**config.mk**
```make
export PLATFORM = sky130hd
export DESIGN_NAME = sssm_core
export DESIGN_NICKNAME = d
export VERILOG_FILES = /design/src/rtl/sssm_bit_timer.v /design/src/rtl/sssm_core.v
export VERILOG_INCLUDE_DIRS = /design/src /design/src/rtl
export SDC_FILE = /design/constraint.sdc
export NUM_CORES = 1
export LEC_CHECK = 0
export BUFFER_PORTS_ARGS = -buffer_cell sky130_fd_sc_hd__buf_2
export CORE_UTILIZATION = 30
export CTS_CLUSTER_SIZE = 20
export DETAILED_ROUTE_END_ITERATION = 6
export PLACE_DENSITY = 0.52
export SLEW_MARGIN = 0
export SYNTH_ARGS = -nofsm -noshare
export SYNTH_HDL_FRONTEND = slang
export SYNTH_HIERARCHICAL = 1
export SYNTH_SLANG_ARGS = --single-unit
```
**constraint.sdc**
```tcl
create_clock -name clk -period 2.25 [get_ports clk]
set_input_delay 0.3375 -clock clk [delete_from_list [all_inputs] [get_ports clk]]
set_output_delay 0.3375 -clock clk [all_outputs]
set_load 0.05 [all_outputs]
```
**src/rtl/sssm_defs.vh**
```
// Constants for the synchronous shift serial mode block.
// Assumes inclusion by bare name from the rtl folder; holds definitions only.
`ifndef SSSM_DEFS_VH
`define SSSM_DEFS_VH

// Bit position of the rate select bit inside the serial control register.
`define SSSM_RATE_BIT        5
// Width of one frame in data bits.
`define SSSM_FRAME_BITS      4'h8
// Slow rate, one bit every 12 oscillator periods.
`define SSSM_SLOW_PERIOD     4'hC
`define SSSM_SLOW_SETUP      4'h3
`define SSSM_SLOW_LOW        4'h6
// Fast rate, one bit every 4 oscillator periods.
`define SSSM_FAST_PERIOD     4'h4
`define SSSM_FAST_SETUP      4'h1
`define SSSM_FAST_LOW        4'h2
// Reset values.
`define SSSM_CTRL_RESET      8'h00
`define SSSM_BYTE_RESET      8'h00
`define SSSM_CNT_RESET       4'h0

`endif

```
**src/rtl/sssm_bit_timer.v**
```verilog
// Bit phase timer: counts oscillator periods within one shift clock period.
// Assumes clk is the oscillator clock and all inputs are on the same clock.
`timescale 1ns/10ps
`default_nettype none
`include "sssm_defs.vh"

module sssm_bit_timer (
    input  wire       clk,
    input  wire       resetn,
    input  wire       run,
    input  wire       fast,
    output reg  [3:0] phase_q,
    output wire       sclk_fall,
    output wire       sclk_rise
);

    // ********************************************************
    // Phase counter
    // ********************************************************
    wire [3:0] period_w  = fast ? `SSSM_FAST_PERIOD : `SSSM_SLOW_PERIOD;
    wire [3:0] setup_w   = fast ? `SSSM_FAST_SETUP  : `SSSM_SLOW_SETUP;
    wire [3:0] low_w     = fast ? `SSSM_FAST_LOW    : `SSSM_SLOW_LOW;
    wire [3:0] last_w    = period_w - 4'h1;
    wire [3:0] hold_w    = period_w - setup_w - low_w;
    wire [3:0] fall_at_w = last_w - low_w;

    // Phase runs 0 .. period-1 and the clock rises at the wrap. An idle timer
    // parks at the hold count, so the first bit of a frame gets the same setup
    // time before the first fall as every later bit.
    always @(posedge clk or negedge resetn) begin
        if (!resetn) begin
            phase_q <= `SSSM_CNT_RESET;
        end else if (!run) begin
            phase_q <= hold_w;
        end else if (phase_q == last_w) begin
            phase_q <= `SSSM_CNT_RESET;
        end else begin
            phase_q <= phase_q + 4'h1;
        end
    end

    // Event strobes, one cycle each.
    assign sclk_fall = run && (phase_q == fall_at_w);
    assign sclk_rise = run && (phase_q == last_w);

endmodule
`default_nettype wire

```
**src/rtl/sssm_core.v**
```verilog
// Synchronous shift serial mode: eight-bit half-duplex shift link master.
// Assumes clk is the oscillator clock; the data pin is sampled through two flops.
`timescale 1ns/10ps
`default_nettype none
`include "sssm_defs.vh"

module sssm_core (
    input  wire       clk,
    input  wire       resetn,
    input  wire [7:0] ctrl_wdata,
    input  wire       ctrl_we,
    output wire [7:0] ctrl_rdata,
    input  wire [7:0] buf_wdata,
    input  wire       buf_we,
    output reg  [7:0] rx_byte_q,
    input  wire       rx_enable,
    output reg        rx_done_q,
    input  wire       rx_done_clr,
    output reg        tx_done_q,
    input  wire       tx_done_clr,
    output wire       busy,
    input  wire       data_in,
    output reg        data_out_q,
    output reg        data_oe_q,
    output reg        shift_clk_q
);

    localparam ST_IDLE = 2'b00;
    localparam ST_TX   = 2'b01;
    localparam ST_RX   = 2'b10;

    reg  [7:0] ctrl_q;
    reg  [1:0] state_q;
    reg  [7:0] shift_q;
    reg  [3:0] bits_q;
    reg        din_meta_q;
    reg        din_sync_q;
    wire [3:0] phase_w;
    wire       fall_w;
    wire       rise_w;
    wire       fast_w;
    wire [3:0] hold_w;
    wire       shift_w;
    wire       tx_end_w;

    // ********************************************************
    // Control register
    // ********************************************************
    // Control holds the rate select; it should not change mid-frame.
    always @(posedge clk or negedge resetn) begin
        if (!resetn) begin
            ctrl_q <= `SSSM_CTRL_RESET;
        end else if (ctrl_we) begin
            ctrl_q <= ctrl_wdata;
        end
    end
    assign ctrl_rdata = ctrl_q;
    assign fast_w     = ctrl_q[`SSSM_RATE_BIT];
    assign busy       = (state_q != ST_IDLE);

    // ********************************************************
    // Data pin synchroniser
    // ********************************************************
    // The pin comes from outside; only the second flop is read.
    // The two flops cost two periods of latency; the receiver allows for it
    // by sampling at the rise: at the slow rate long after the partner's bit has settled, at the fast rate in the first cycle its synchronised copy is valid.
    always @(posedge clk or negedge resetn) begin
        if (!resetn) begin
            din_meta_q <= 1'b0;
            din_sync_q <= 1'b0;
        end else begin
            din_meta_q <= data_in;
            din_sync_q <= din_meta_q;
        end
    end

    // The timer runs only while a frame is in progress and parks otherwise,
    // so every frame starts from the same phase.
    sssm_bit_timer u_timer (
        .clk       (clk),
        .resetn    (resetn),
        .run       (busy),
        .fast      (fast_w),
        .phase_q   (phase_w),
        .sclk_fall (fall_w),
        .sclk_rise (rise_w)
    );

    // ********************************************************
    // Bit change point
    // ********************************************************
    // A transmitted bit is replaced hold_w periods after each rise rather
    // than on the rise itself. That keeps the old bit valid across the rise
    // for a partner that clocks on it, and the new bit then leads the fall
    // by exactly the setup time. The cost is a short tail after the eighth
    // rise before the line is released.
    assign hold_w   = fast_w ? (`SSSM_FAST_PERIOD - `SSSM_FAST_SETUP - `SSSM_FAST_LOW)
                             : (`SSSM_SLOW_PERIOD - `SSSM_SLOW_SETUP - `SSSM_SLOW_LOW);
    assign shift_w  = (phase_w == hold_w - 4'h1);
    // The frame ends at the change point that follows the eighth rise.
    assign tx_end_w = (state_q == ST_TX) && shift_w && (bits_q == `SSSM_FRAME_BITS);

    // ********************************************************
    // Frame sequencer
    // ********************************************************
    // The shift clock idles high and is driven by this block in both
    // directions, which is what makes the link half duplex.
    // A control write in the middle of a frame changes the bit timing at
    // once; software is expected to set the rate while the link is idle.
    // A buffer write while busy is dropped, not queued.
    always @(posedge clk or negedge resetn) begin
        if (!resetn) begin
            state_q     <= ST_IDLE;
            shift_q     <= `SSSM_BYTE_RESET;
            bits_q      <= `SSSM_CNT_RESET;
            rx_byte_q   <= `SSSM_BYTE_RESET;
            data_out_q  <= 1'b1;
            data_oe_q   <= 1'b0;
            shift_clk_q <= 1'b1;
        end else begin
            case (state_q)
                // Idle parks the clock high; a buffer write wins over a
                // pending receive start in the same cycle.
                ST_IDLE: begin
                    shift_clk_q <= 1'b1;
                    bits_q      <= `SSSM_CNT_RESET;
                    if (buf_we) begin
                        // A write always goes to the transmit shifter.
                        state_q    <= ST_TX;
                        shift_q    <= buf_wdata;
                        data_out_q <= buf_wdata[0];
                        data_oe_q  <= 1'b1;
                    end else if (rx_enable && !rx_done_q) begin
                        state_q   <= ST_RX;
                        data_oe_q <= 1'b0;
                    end
                end
                ST_TX: begin
                    if (fall_w) begin
                        shift_clk_q <= 1'b0;
                    end
                    if (rise_w) begin
                        // The partner may clock the standing bit on this
                        // edge, so the data line is left alone here.
                        shift_clk_q <= 1'b1;
                        bits_q      <= bits_q + 4'h1;
                    end
                    if (tx_end_w) begin
                        // Release the line only once the last bit has had
                        // its hold time after the eighth rise.
                        state_q    <= ST_IDLE;
                        data_oe_q  <= 1'b0;
                        data_out_q <= 1'b1;
                    end else if (shift_w) begin
                        shift_q    <= {1'b1, shift_q[7:1]};
                        data_out_q <= shift_q[1];
                    end
                end
                ST_RX: begin
                    if (fall_w) begin
                        shift_clk_q <= 1'b0;
                    end
                    if (rise_w) begin
                        // Sample on the rise, after the partner had the
                        // whole low time to settle its bit.
                        shift_clk_q <= 1'b1;
                        bits_q      <= bits_q + 4'h1;
                        shift_q     <= {din_sync_q, shift_q[7:1]};
                        if (bits_q == `SSSM_FRAME_BITS - 4'h1) begin
                            state_q   <= ST_IDLE;
                            rx_byte_q <= {din_sync_q, shift_q[7:1]};
                        end
                    end
                end
                default: begin
                    state_q <= ST_IDLE;
                end
            endcase
        end
    end

    // ********************************************************
    // Completion flags
    // ********************************************************
    // Set wins over clear so a completion in the clear cycle is kept.
    // The receive flag also holds off the next reception, so a byte that
    // has not been collected is never overwritten.
    always @(posedge clk or negedge resetn) begin
        if (!resetn) begin
            rx_done_q <= 1'b0;
            tx_done_q <= 1'b0;
        end else begin
            if (state_q == ST_RX && rise_w && bits_q == `SSSM_FRAME_BITS - 4'h1) begin
                rx_done_q <= 1'b1;
            end else if (rx_done_clr) begin
                rx_done_q <= 1'b0;
            end
            if (tx_end_w) begin
                tx_done_q <= 1'b1;
            end else if (tx_done_clr) begin
                tx_done_q <= 1'b0;
            end
        end
    end

endmodule
`default_nettype wire

```
## Yosys cells after proc, flatten, opt, wreduce, memory -nomap -nowiden

Cells that the tools add are included.

- Equality and inequality tests: 17
- Reductions and logical operators: 23
- Add/subtract/negate cells: 7
- Multiplexer cells: 33

Operator list:

| kind | count |
|---|---|
| $mux 8 | 4 |
| $pmux 8 s3 | 1 |
| $mux 4 | 4 |
| $eq 4x4->1 | 3 |
| $mux 1 | 12 |
| $mux 2 | 6 |
| $ne 2x2->1 const B | 6 |
| $sub 4x4->4 | 3 |
| $reduce_bool 2->1 | 5 |
| $reduce_and 3->1 | 3 |
| $add 4x1->4 const B | 2 |
| $pmux 4 s2 | 1 |
| $sub 4x1->4 const B | 2 |
| $logic_and 1x1->1 | 7 |
| $ne 3x3->1 const B | 2 |
| $pmux 1 s2 | 3 |
| $pmux 2 s3 | 1 |
| $reduce_and 5->1 | 1 |
| $eq 4x3->1 const B | 1 |
| $eq 4x4->1 const B | 1 |
| $reduce_and 2->1 | 2 |
| $reduce_and 4->1 | 1 |
| $mux 3 | 1 |
| $ne 3x1->1 const B | 1 |
| other kinds (7) | 7 |

- Input port bits: 24
- Register bits: 41
- Output and inout bits: 22
- Logic and storage cells: 93

## Longest topological paths before layout

Gate-level depths: netlist of the first run.

- Depth after elaboration: 8
- Gate-level depth with buffers: 9
- Gate-level depth less buffers: 8

## Hierarchy

The synthesis of the first run kept the hierarchy.

By module, submodules not included:

| module | cells each | seq. area each (um^2) | instances | area an instance (um^2) |
|---|---|---|---|---|
| sssm_core | 145 | 903.4 | 1 | 1,702.9 |
| sssm_bit_timer | 23 | 100.1 | 1 | 242.7 |

## Worst setup path before layout of the first run

OpenSTA, ideal clock, no wires.

- Kind: register to register
- Start: register state_q[0]
- End: register rx_byte_q[1]
- Arrival: 2.305 ns
- Clock period less this slack: 2.429 ns
- Data required time: 2.125 ns
- Stages on the path, launching flop included: 9
- Path slack: -0.179 ns
- Library setup time: 0.125 ns
- Path buffers: 1
- Cells stage by stage: dfrtp_1 inv_1 ha_1 inv_1 and2_2 nand4b_1 or2_2 clkbuf_1 mux2_2

- Longest elaborated chain between the ends: 3
- Elaborated cells between the ends (all ways): 4
- Classes of those cells: eq/ne (1); reduce/logical (3)

Ends and longest elaborated chain:

| item | line | text |
|---|---|---|
| from (decl) | sssm_core.v:33 | `reg [1:0] state_q;` |
| from (signal assigned) | sssm_core.v:113 | `state_q <= ST_IDLE;` |
| from (signal assigned) | sssm_core.v:129 | `state_q <= ST_TX;` |
| from (signal assigned) | sssm_core.v:134 | `state_q <= ST_RX;` |
| $reduce_bool 2->1 | sssm_core.v:59 | `assign busy = (state_q != ST_IDLE);` |
| via busy | sssm_core.v:21 | `output wire busy,` |
| $logic_and 1x1->1 | sssm_bit_timer.v:44 | `assign sclk_rise = run && (phase_q == last_w);` |
| via rise_w | sssm_core.v:40 | `wire rise_w;` |
| $reduce_and 3->1 (no line) | n/a |  |
| to (signal assigned) | sssm_core.v:116 | `` rx_byte_q <= `SSSM_BYTE_RESET; `` |
| to (signal assigned) | sssm_core.v:171 | `rx_byte_q <= {din_sync_q, shift_q[7:1]};` |
| to (decl) | sssm_core.v:15 | `output reg [7:0] rx_byte_q,` |

The timed path passes the listed nets, and every way through them passes these cells.
A chain may end at the register's enable or synchronous reset.

## Worst setup path after layout of the first run

- Start: register u_timer.phase_q[1]
- End: register rx_byte_q[5]

- Longest elaborated chain between the ends: 3

Ends and longest elaborated chain:

| item | line | text |
|---|---|---|
| from (decl) | sssm_bit_timer.v:12 | `output reg [3:0] phase_q,` |
| from (signal assigned) | sssm_bit_timer.v:32 | `` phase_q <= `SSSM_CNT_RESET; `` |
| from (signal assigned) | sssm_bit_timer.v:34 | `phase_q <= hold_w;` |
| from (signal assigned) | sssm_bit_timer.v:36 | `` phase_q <= `SSSM_CNT_RESET; `` |
| $eq 4x4->1 | sssm_bit_timer.v:44 |  |
| $logic_and 1x1->1 | sssm_bit_timer.v:44 |  |
| via rise_w | sssm_core.v:40 |  |
| $reduce_and 3->1 (no line) | n/a |  |

The timed path passes the listed nets, and every way through them passes these cells.

==> results of run 1 <==
## logic make-up after synthesis
| kind of cell | Yosys count |
|---|---|
| simple gates | 35 |
| compound gates | 30 |
| mux | 26 |
| xor+xnor | 7 |
| fa+ha+maj | 8 |
| flops | 40 |
| buf+inv | 22 |
## metal layers
layer	routed length [um]	up-vias	share of wire, %
met5	0	-	0
met1	1900	649	48
met3	195	10	5.0
met2	1730	37	44
li1	-	677	-
met4	91	0	2.3
## sequential cells by signal (all words and copies together), names as in the netlist
register         cells
din_meta_q           1
ctrl_rdata           8
tx_done_q            1
bits_q               4
din_sync_q           1
rx_byte_q            8
u_timer/phase_q      4
state_q              2
shift_q              7
data_oe_q            1
shift_clk_q          1
data_out_q           1
rx_done_q            1
## worst min path at each step
stage          startpoint       endpoint
2_1_floorplan      resetn      bits_q[0]
3_3_place_gp   din_meta_q     din_sync_q
3_5_place_dp   din_meta_q     din_sync_q
4_1_cts            resetn     shift_q[6]
5_1_grt            resetn  ctrl_rdata[6]
6_report           resetn     shift_q[6]
## power by group
| part | switching [uW] | internal (uW) | leakage [uW] |
|---|---|---|---|
| clock network | 247 | 280 | 0.0000515 |
| registers | 132 | 888 | 0.000507 |
| logic | 692 | 520 | 0.000611 |
| total | 1070 | 1690 | 0.00117 |
## through the flow
stage	utilization, %	instances	total power [uW]
2_1_floorplan	-	168	1940
5_1_grt	39.2	298	2960
4_1_cts	39.2	298	2800
3_3_place_gp	37.6	290	2260
6_report	39.2	298	2760
3_5_place_dp	37.6	290	2260
## synthesized netlist by cell type, types with 2 or more instances
| cell type | n |
|---|---|
| nand2_1 | 11 |
| mux2i_1 | 3 |
| dfrtp_1 | 38 |
| nor3_1 | 2 |
| a22o_1 | 2 |
| clkbuf_1 | 3 |
| a21oi_1 | 8 |
| and2_1 | 2 |
| inv_1 | 18 |
| xor2_1 | 2 |
| o31ai_1 | 2 |
| nand2b_1 | 2 |
| xnor2_1 | 4 |
| nor2_1 | 5 |
| o21ai_0 | 11 |
| ha_1 | 8 |
| dfstp_2 | 2 |
| mux2_2 | 22 |
## area by class of cell
class                   instances  share of cell area (%)
multi-input cells             106                    35.7
well taps                      75                    3.92
inverters                      18                    2.98
clock buffers                   8                    4.18
repair buffers                 51                    11.3
flip-flops and latches         40                    41.9
## critical path, cell delays in order (launching register included)
cell and delay [ns]:
dfrtp_1 0.42, ha_1 0.21, nand2b_2 0.07, and2b_2 0.21
and2_4 0.18, nand4b_1 0.13, or2_2 0.42, mux2_2 0.31
## placed cells by master (no fill, tap or decap), types with 2 or more instances in the layout
cell type   n
a21oi_1     8
a22o_1      2
and2_1      2
buf_2      45
buf_4       6
clkbuf_8    7
dfrtp_1    38
dfstp_2     2
ha_1        8
inv_1      17
mux2_2     22
mux2i_1     3
nand2_1    11
nand2b_1    2
nor2_1      5
nor3_1      2
o21ai_0    11
o31ai_1     2
xnor2_1     4
xor2_1      2
==> key figures, run 1 <==
Worst setup path
  – Worst Setup SP: u_timer/phase_q[1]
  – FF-to-FF End: rx_byte_q[5]
  – Worst setup endpoint: rx_byte_q[5]
  – Worst Path Max Fanout: 10
  – Startpoint types: register
  – CP Capture Type: register
  – R2R depth: 7
  – FF-to-FF Start: u_timer/phase_q[1]
  – CP arrival: 2.25 ns
  – Critical path class: reg -> reg
  – Critical Path RT: 2.43 ns
  – FF-to-FF setup slack: 0.17 ns

Timing
  – Setup repair after global routing missed its margin: no
  – Setup-failing EPs final: 0
  – Slew Limit Headroom: 65.9%
  – Final Cycle Share: 92.3%
  – Final worst slack: 0.173 ns
  – Max-slew violations: 0
  – Final Hold Vio Count: 0
  – Worst Max-Slew Pin Slew: 0.512 ns
  – Tmin final: 2.08 ns
  – FMAX: 481 MHz
  – Hold Slack: 0.102 ns
  – Sum Neg Setup Slack: 0 ns
  – Final Skew: 0.00633 ns

Cells and area
  – Register area: 1000 um^2
  – Diode count: 0
  – Layout net count: 254
  – Fillers: 628
  – Share of layout cells above drive strength 1: 42.2%
  – Final instance area: 2390 um^2
  – Area of the multi-input gates: 853 um^2
  – P&R area growth vs syn: 23.0%

Route
  – DR iter-0 viols: 49
  – ANT nets after route: 0
  – DRC Markers: 0
  – Drt total wl: 3.91 mm
  – Via Count: 1,373
  – Routed wire per std cell: 13.1 um
  – Vias per inst: 4.61
  – Drt first pass iters: 4

Clock network
  – Root Driver: clkbuf_8
  – Register clock-pin slew on the reported worst setup and hold paths: 0.08 ns
  – CTS Hold Bufs: 0
  – Depth of the CTS H-tree: 2
  – CTS tree: built
  – CTS Buffer Depth: 2
  – Cts bufs inserted: 5
  – Postcts setup bufs: 0
  – Sink Count: 40
  – Worst skew pair latency: 0.29 ns
  – Post-cts sizing count: 0

Worst hold path
  – Min-Delay Path Class: in -> async

Power
  – PwrDens: 1150 nW/um^2
  – P_leak: 0.00117 uW
  – VDD IR-drop max: 0.000452 V

Logic synthesis
  – Post-Synth XOR/XNOR Area: 3.54%
  – Yosys warnings: 6
  – Post-synthesis compound-gate area fraction: 9.52%
  – Ranking of synthesized cells by area: dfrtp_1 (49%), mux2_2 (13%), ha_1 (5.1%)
  – Mapped Area: 1950 um^2
  – Post-Synth Simple-Gate Area: 10.5%
  – Share of Yosys cell area claimed by the top area cell type: 48.9%
  – Adder-cell share of the synthesized area: 5.14%
  – Largest family of logic cells by synthesized area: multiplexers
  – Seq cells post-synth: 40
  – Biggest area consumer among synthesized cells: dfrtp_1
  – Top_reg_cell synth: dfrtp_1
  – EDFF count, synth: 0
  – Register area share after synthesis: 51.6%
  – Post-synth ARST share: 100%
  – Distinct cell type count after synthesis: 41
  – Gate Count Post-Synth: 168
  – Post-Syn Nets: 200
  – Mux cell area share after synthesis: 15.0%
  – Avg Inst Size Synth: 11.6 um^2

Floorplanning
  – # IOs: 46
  – Initial Utilization: 31.9%
  – Vert. Die Dim: 82.5 um
  – Die area: 6810 um^2
  – Core area: 6100 um^2
  – DIE WIDTH: 82.5 um
  – Core Rows: 28

GRT
  – Aggregate global-route resource usage: 12.8%
  – Met1 Resource Use GR: 16.5%
  – Antenna violations before repair: 0
  – Number of global-route vias before repair: 1,341
  – GRT Max-Usage Layer: met2
  – Remaining Overflow, GRT: 0
  – Largest net degree at the start of global routing: 41
  – Met3 global-route usage: 3.96%
  – Global-route met2 utilization: 19.0%
  – First-pass GRT wire length: 6.33 mm

Run status
  – Status: finished, final reports clean

Placed design
  – Cell Area, Placed: 2290 um^2
  – I/O Buffers: 45
  – RePlAce Congestion: 0.744
  – Dpl hpwl: 2.82 mm
  – Post-Place Worst Slack: 0.160 ns

Flow run
  – Maxcap violations: 0
Note: power is estimated with default switching activity, not from simulation.
==> run 2, diff against run 1 <==
--- a/config.mk
+++ b/config.mk
@@ -7,6 +7,7 @@
 export NUM_CORES = 1
 export LEC_CHECK = 0
 export BUFFER_PORTS_ARGS = -buffer_cell sky130_fd_sc_hd__buf_2
+export CORE_MARGIN = 2
 export CORE_UTILIZATION = 30
 export CTS_CLUSTER_SIZE = 20
 export DETAILED_ROUTE_END_ITERATION = 6
==> run 2 against run 1 <==
  * Sequential share of layout area decreased by 0.41 points
  * Critical endpoint is now shift_q[6]
  * Final cell count increased by 1.3%
  * Power fell by 0.24%
  * Critical path type unchanged
  * Sequential cell count unchanged
  * Sequential power hardly changed
==> key figures, run 2 (synthesized netlist as in run 1, its figures left out) <==
Floorplanning
  – Initial Utilization: 30.8%
  – Vert. Die Dim: 84.5 um
  – # IOs: 46
  – Die area: 7150 um^2
  – Core Rows: 29
  – DIE WIDTH: 84.5 um
  – Core area: 6310 um^2

Route
  – Drt total wl: 3.90 mm
  – DRC Markers: 0
  – Routed wire per std cell: 12.9 um
  – DR iter-0 viols: 88
  – Vias per inst: 4.58
  – ANT nets after route: 0
  – Drt first pass iters: 4
  – Via Count: 1,382

Clock network
  – CTS Buffer Depth: 2
  – Postcts setup bufs: 0
  – Sink Count: 40
  – Register clock-pin slew on the reported worst setup and hold paths: 0.08 ns
  – Cts bufs inserted: 5
  – Worst skew pair latency: 0.29 ns
  – CTS tree: built
  – Root Driver: clkbuf_8
  – Depth of the CTS H-tree: 2

GRT
  – Largest net degree at the start of global routing: 18
  – Antenna violations before repair: 0
  – First-pass GRT wire length: 6.65 mm
  – Aggregate global-route resource usage: 11.7%
  – Number of global-route vias before repair: 1,374
  – Remaining Overflow, GRT: 0

Cells and area
  – Commonest non-fill, non-tap cell in the layout: buf_2
  – Layout net count: 256
  – Diode count: 0
  – Share of layout cells above drive strength 1: 42.7%
  – Most frequent cells in the layout: buf_2 (45), dfrtp_1 (38), mux2_2 (22)
  – P&R area growth vs syn: 24.2%
  – Final core utilization: 38.3%
  – Layout Cells excl Fill: 302

Timing
  – Setup-failing EPs final: 0
  – Final Cycle Share: 91.0%
  – Hold Slack: 0.151 ns
  – Setup repair after global routing missed its margin: no
  – FMAX: 488 MHz
  – Slew Limit Headroom: 75.7%
  – Final Hold Vio Count: 0
  – Sum Neg Setup Slack: 0 ns
  – Final Skew: 0.0145 ns
  – Max-slew violations: 0
  – Tmin final: 2.05 ns
  – Worst Max-Slew Pin Slew: 0.364 ns
  – Final worst slack: 0.203 ns

Worst setup path
  – FF-to-FF setup slack: 0.20 ns
  – Worst Path Max Fanout: 7
  – FF-to-FF End: shift_q[6]
  – R2R depth: 8
  – Critical path class: reg -> reg
  – FF-to-FF Start: u_timer/phase_q[0]
  – CP max-delay cell: dfrtp_1
  – Worst Setup SP: u_timer/phase_q[0]
  – Critical Path RT: 2.42 ns
  – CP Capture Type: register
  – CP max stage delay: 0.42 ns
  – CP arrival: 2.22 ns
  – Startpoint types: register
  – Critical-path cell list: ha_1, nand2b_2, and2b_2, and2_4, inv_1, a21oi_1, nand4b_4, mux2_2

Worst hold path
  – Worst Hold Depth: 1
  – End of the worst hold path: din_meta_q
  – Min-Delay Path Class: in -> reg
  – Hold Path Origin: data_in

Power
  – Sw Share: 39.4%
  – PwrDens: 1140 nW/um^2
  – VDD IR-drop max: 0.000463 V
  – P_leak: 0.00118 uW
  – Combinational Power Share: 45.1%
  – Clk pwr share: 18.0%
  – Sequential share of power: 36.9%
  – P_sw: 1080 uW
  – Internal power: 1670 uW

Placed design
  – RePlAce Congestion: 0.790
  – Placed cell count: 293
  – Post-Place Worst Slack: 0.161 ns
  – I/O Buffers: 45
  – Dpl hpwl: 2.92 mm

Run status
  – Status: finished, final reports clean

Flow run
  – Maxcap violations: 0
==> run 2: changes by cell type in the layout (fill, tap and decap cells not counted) <==
cell	before	now
clkinv_2	0	2
buf_4	6	7
clkbuf_1	1	0
clkbuf_8	7	6
dlygate4sd3_1	0	1
nand4b_2	1	0
nand4b_4	0	1
or2_2	1	0
or2_4	0	1
==> run 2: power groups by stage <==
stage          sequential, uW  combinational (uW)  clock, uW
5_1_grt                  1050                1380        545
6_report                 1020                1240        496
3_3_place_gp             1030                1240          0
4_1_cts                  1020                1240        518
3_5_place_dp             1030                1230          0
2_1_floorplan            1140                 798          0
==> run 2: worst max path at each step <==
stage              endpoint  slack [ns]  depth (start not counted)
6_report         shift_q[6]        0.20                          8
5_1_grt          shift_q[6]        0.01                          8
4_1_cts        rx_byte_q[5]        0.16                          7
3_5_place_dp     shift_q[7]        0.16                          8
3_3_place_gp     shift_q[3]        0.24                          8
2_1_floorplan  rx_byte_q[1]        0.01                          8
==> run 2: worst max-delay path, delay by kind of cell, from the launching register on <==
kind	cells	cell delay, ns
compound gates	1	0.24
mux	1	0.31
fa+ha+maj	1	0.21
simple gates	4	0.68
flops	1	0.42
buf+inv	1	0.06
==> run 2: final cells by class <==
cell class	instances	area, um^2
clock buffers	6	82.6
clock inverters	2	10.0
fillers	649	3900
inverters	18	71.3
multi-input cells	106	865
flip-flops and latches	40	1000
well taps	77	96.3
repair buffers	53	288
==> run 2: metal layers <==
| metal | up-vias | track usage (%) | wire length (um) |
|---|---|---|---|
| met1 | 664 | 16.4 | 1830 |
| met5 | - | 0 | 0 |
| met3 | 4 | 2.85 | 173 |
| li1 | 679 | - | - |
| met4 | 0 | 3.90 | 44 |
| met2 | 35 | 17.7 | 1850 |
==> run 2: per-stage QoR <==
stage | area, um^2 | total power, uW
4_1_cts | 2400 | 2770
6_report | 2420 | 2750
2_1_floorplan | 1950 | 1940
3_3_place_gp | 2300 | 2270
3_5_place_dp | 2300 | 2270
5_1_grt | 2420 | 2970
==> run 2: repair_timing <==
action,in CTS,in global routing
endpoints found under the hold margin,12,0
resized for setup,0,2
hold buffers,1,0
endpoints found under the setup margin,0,3
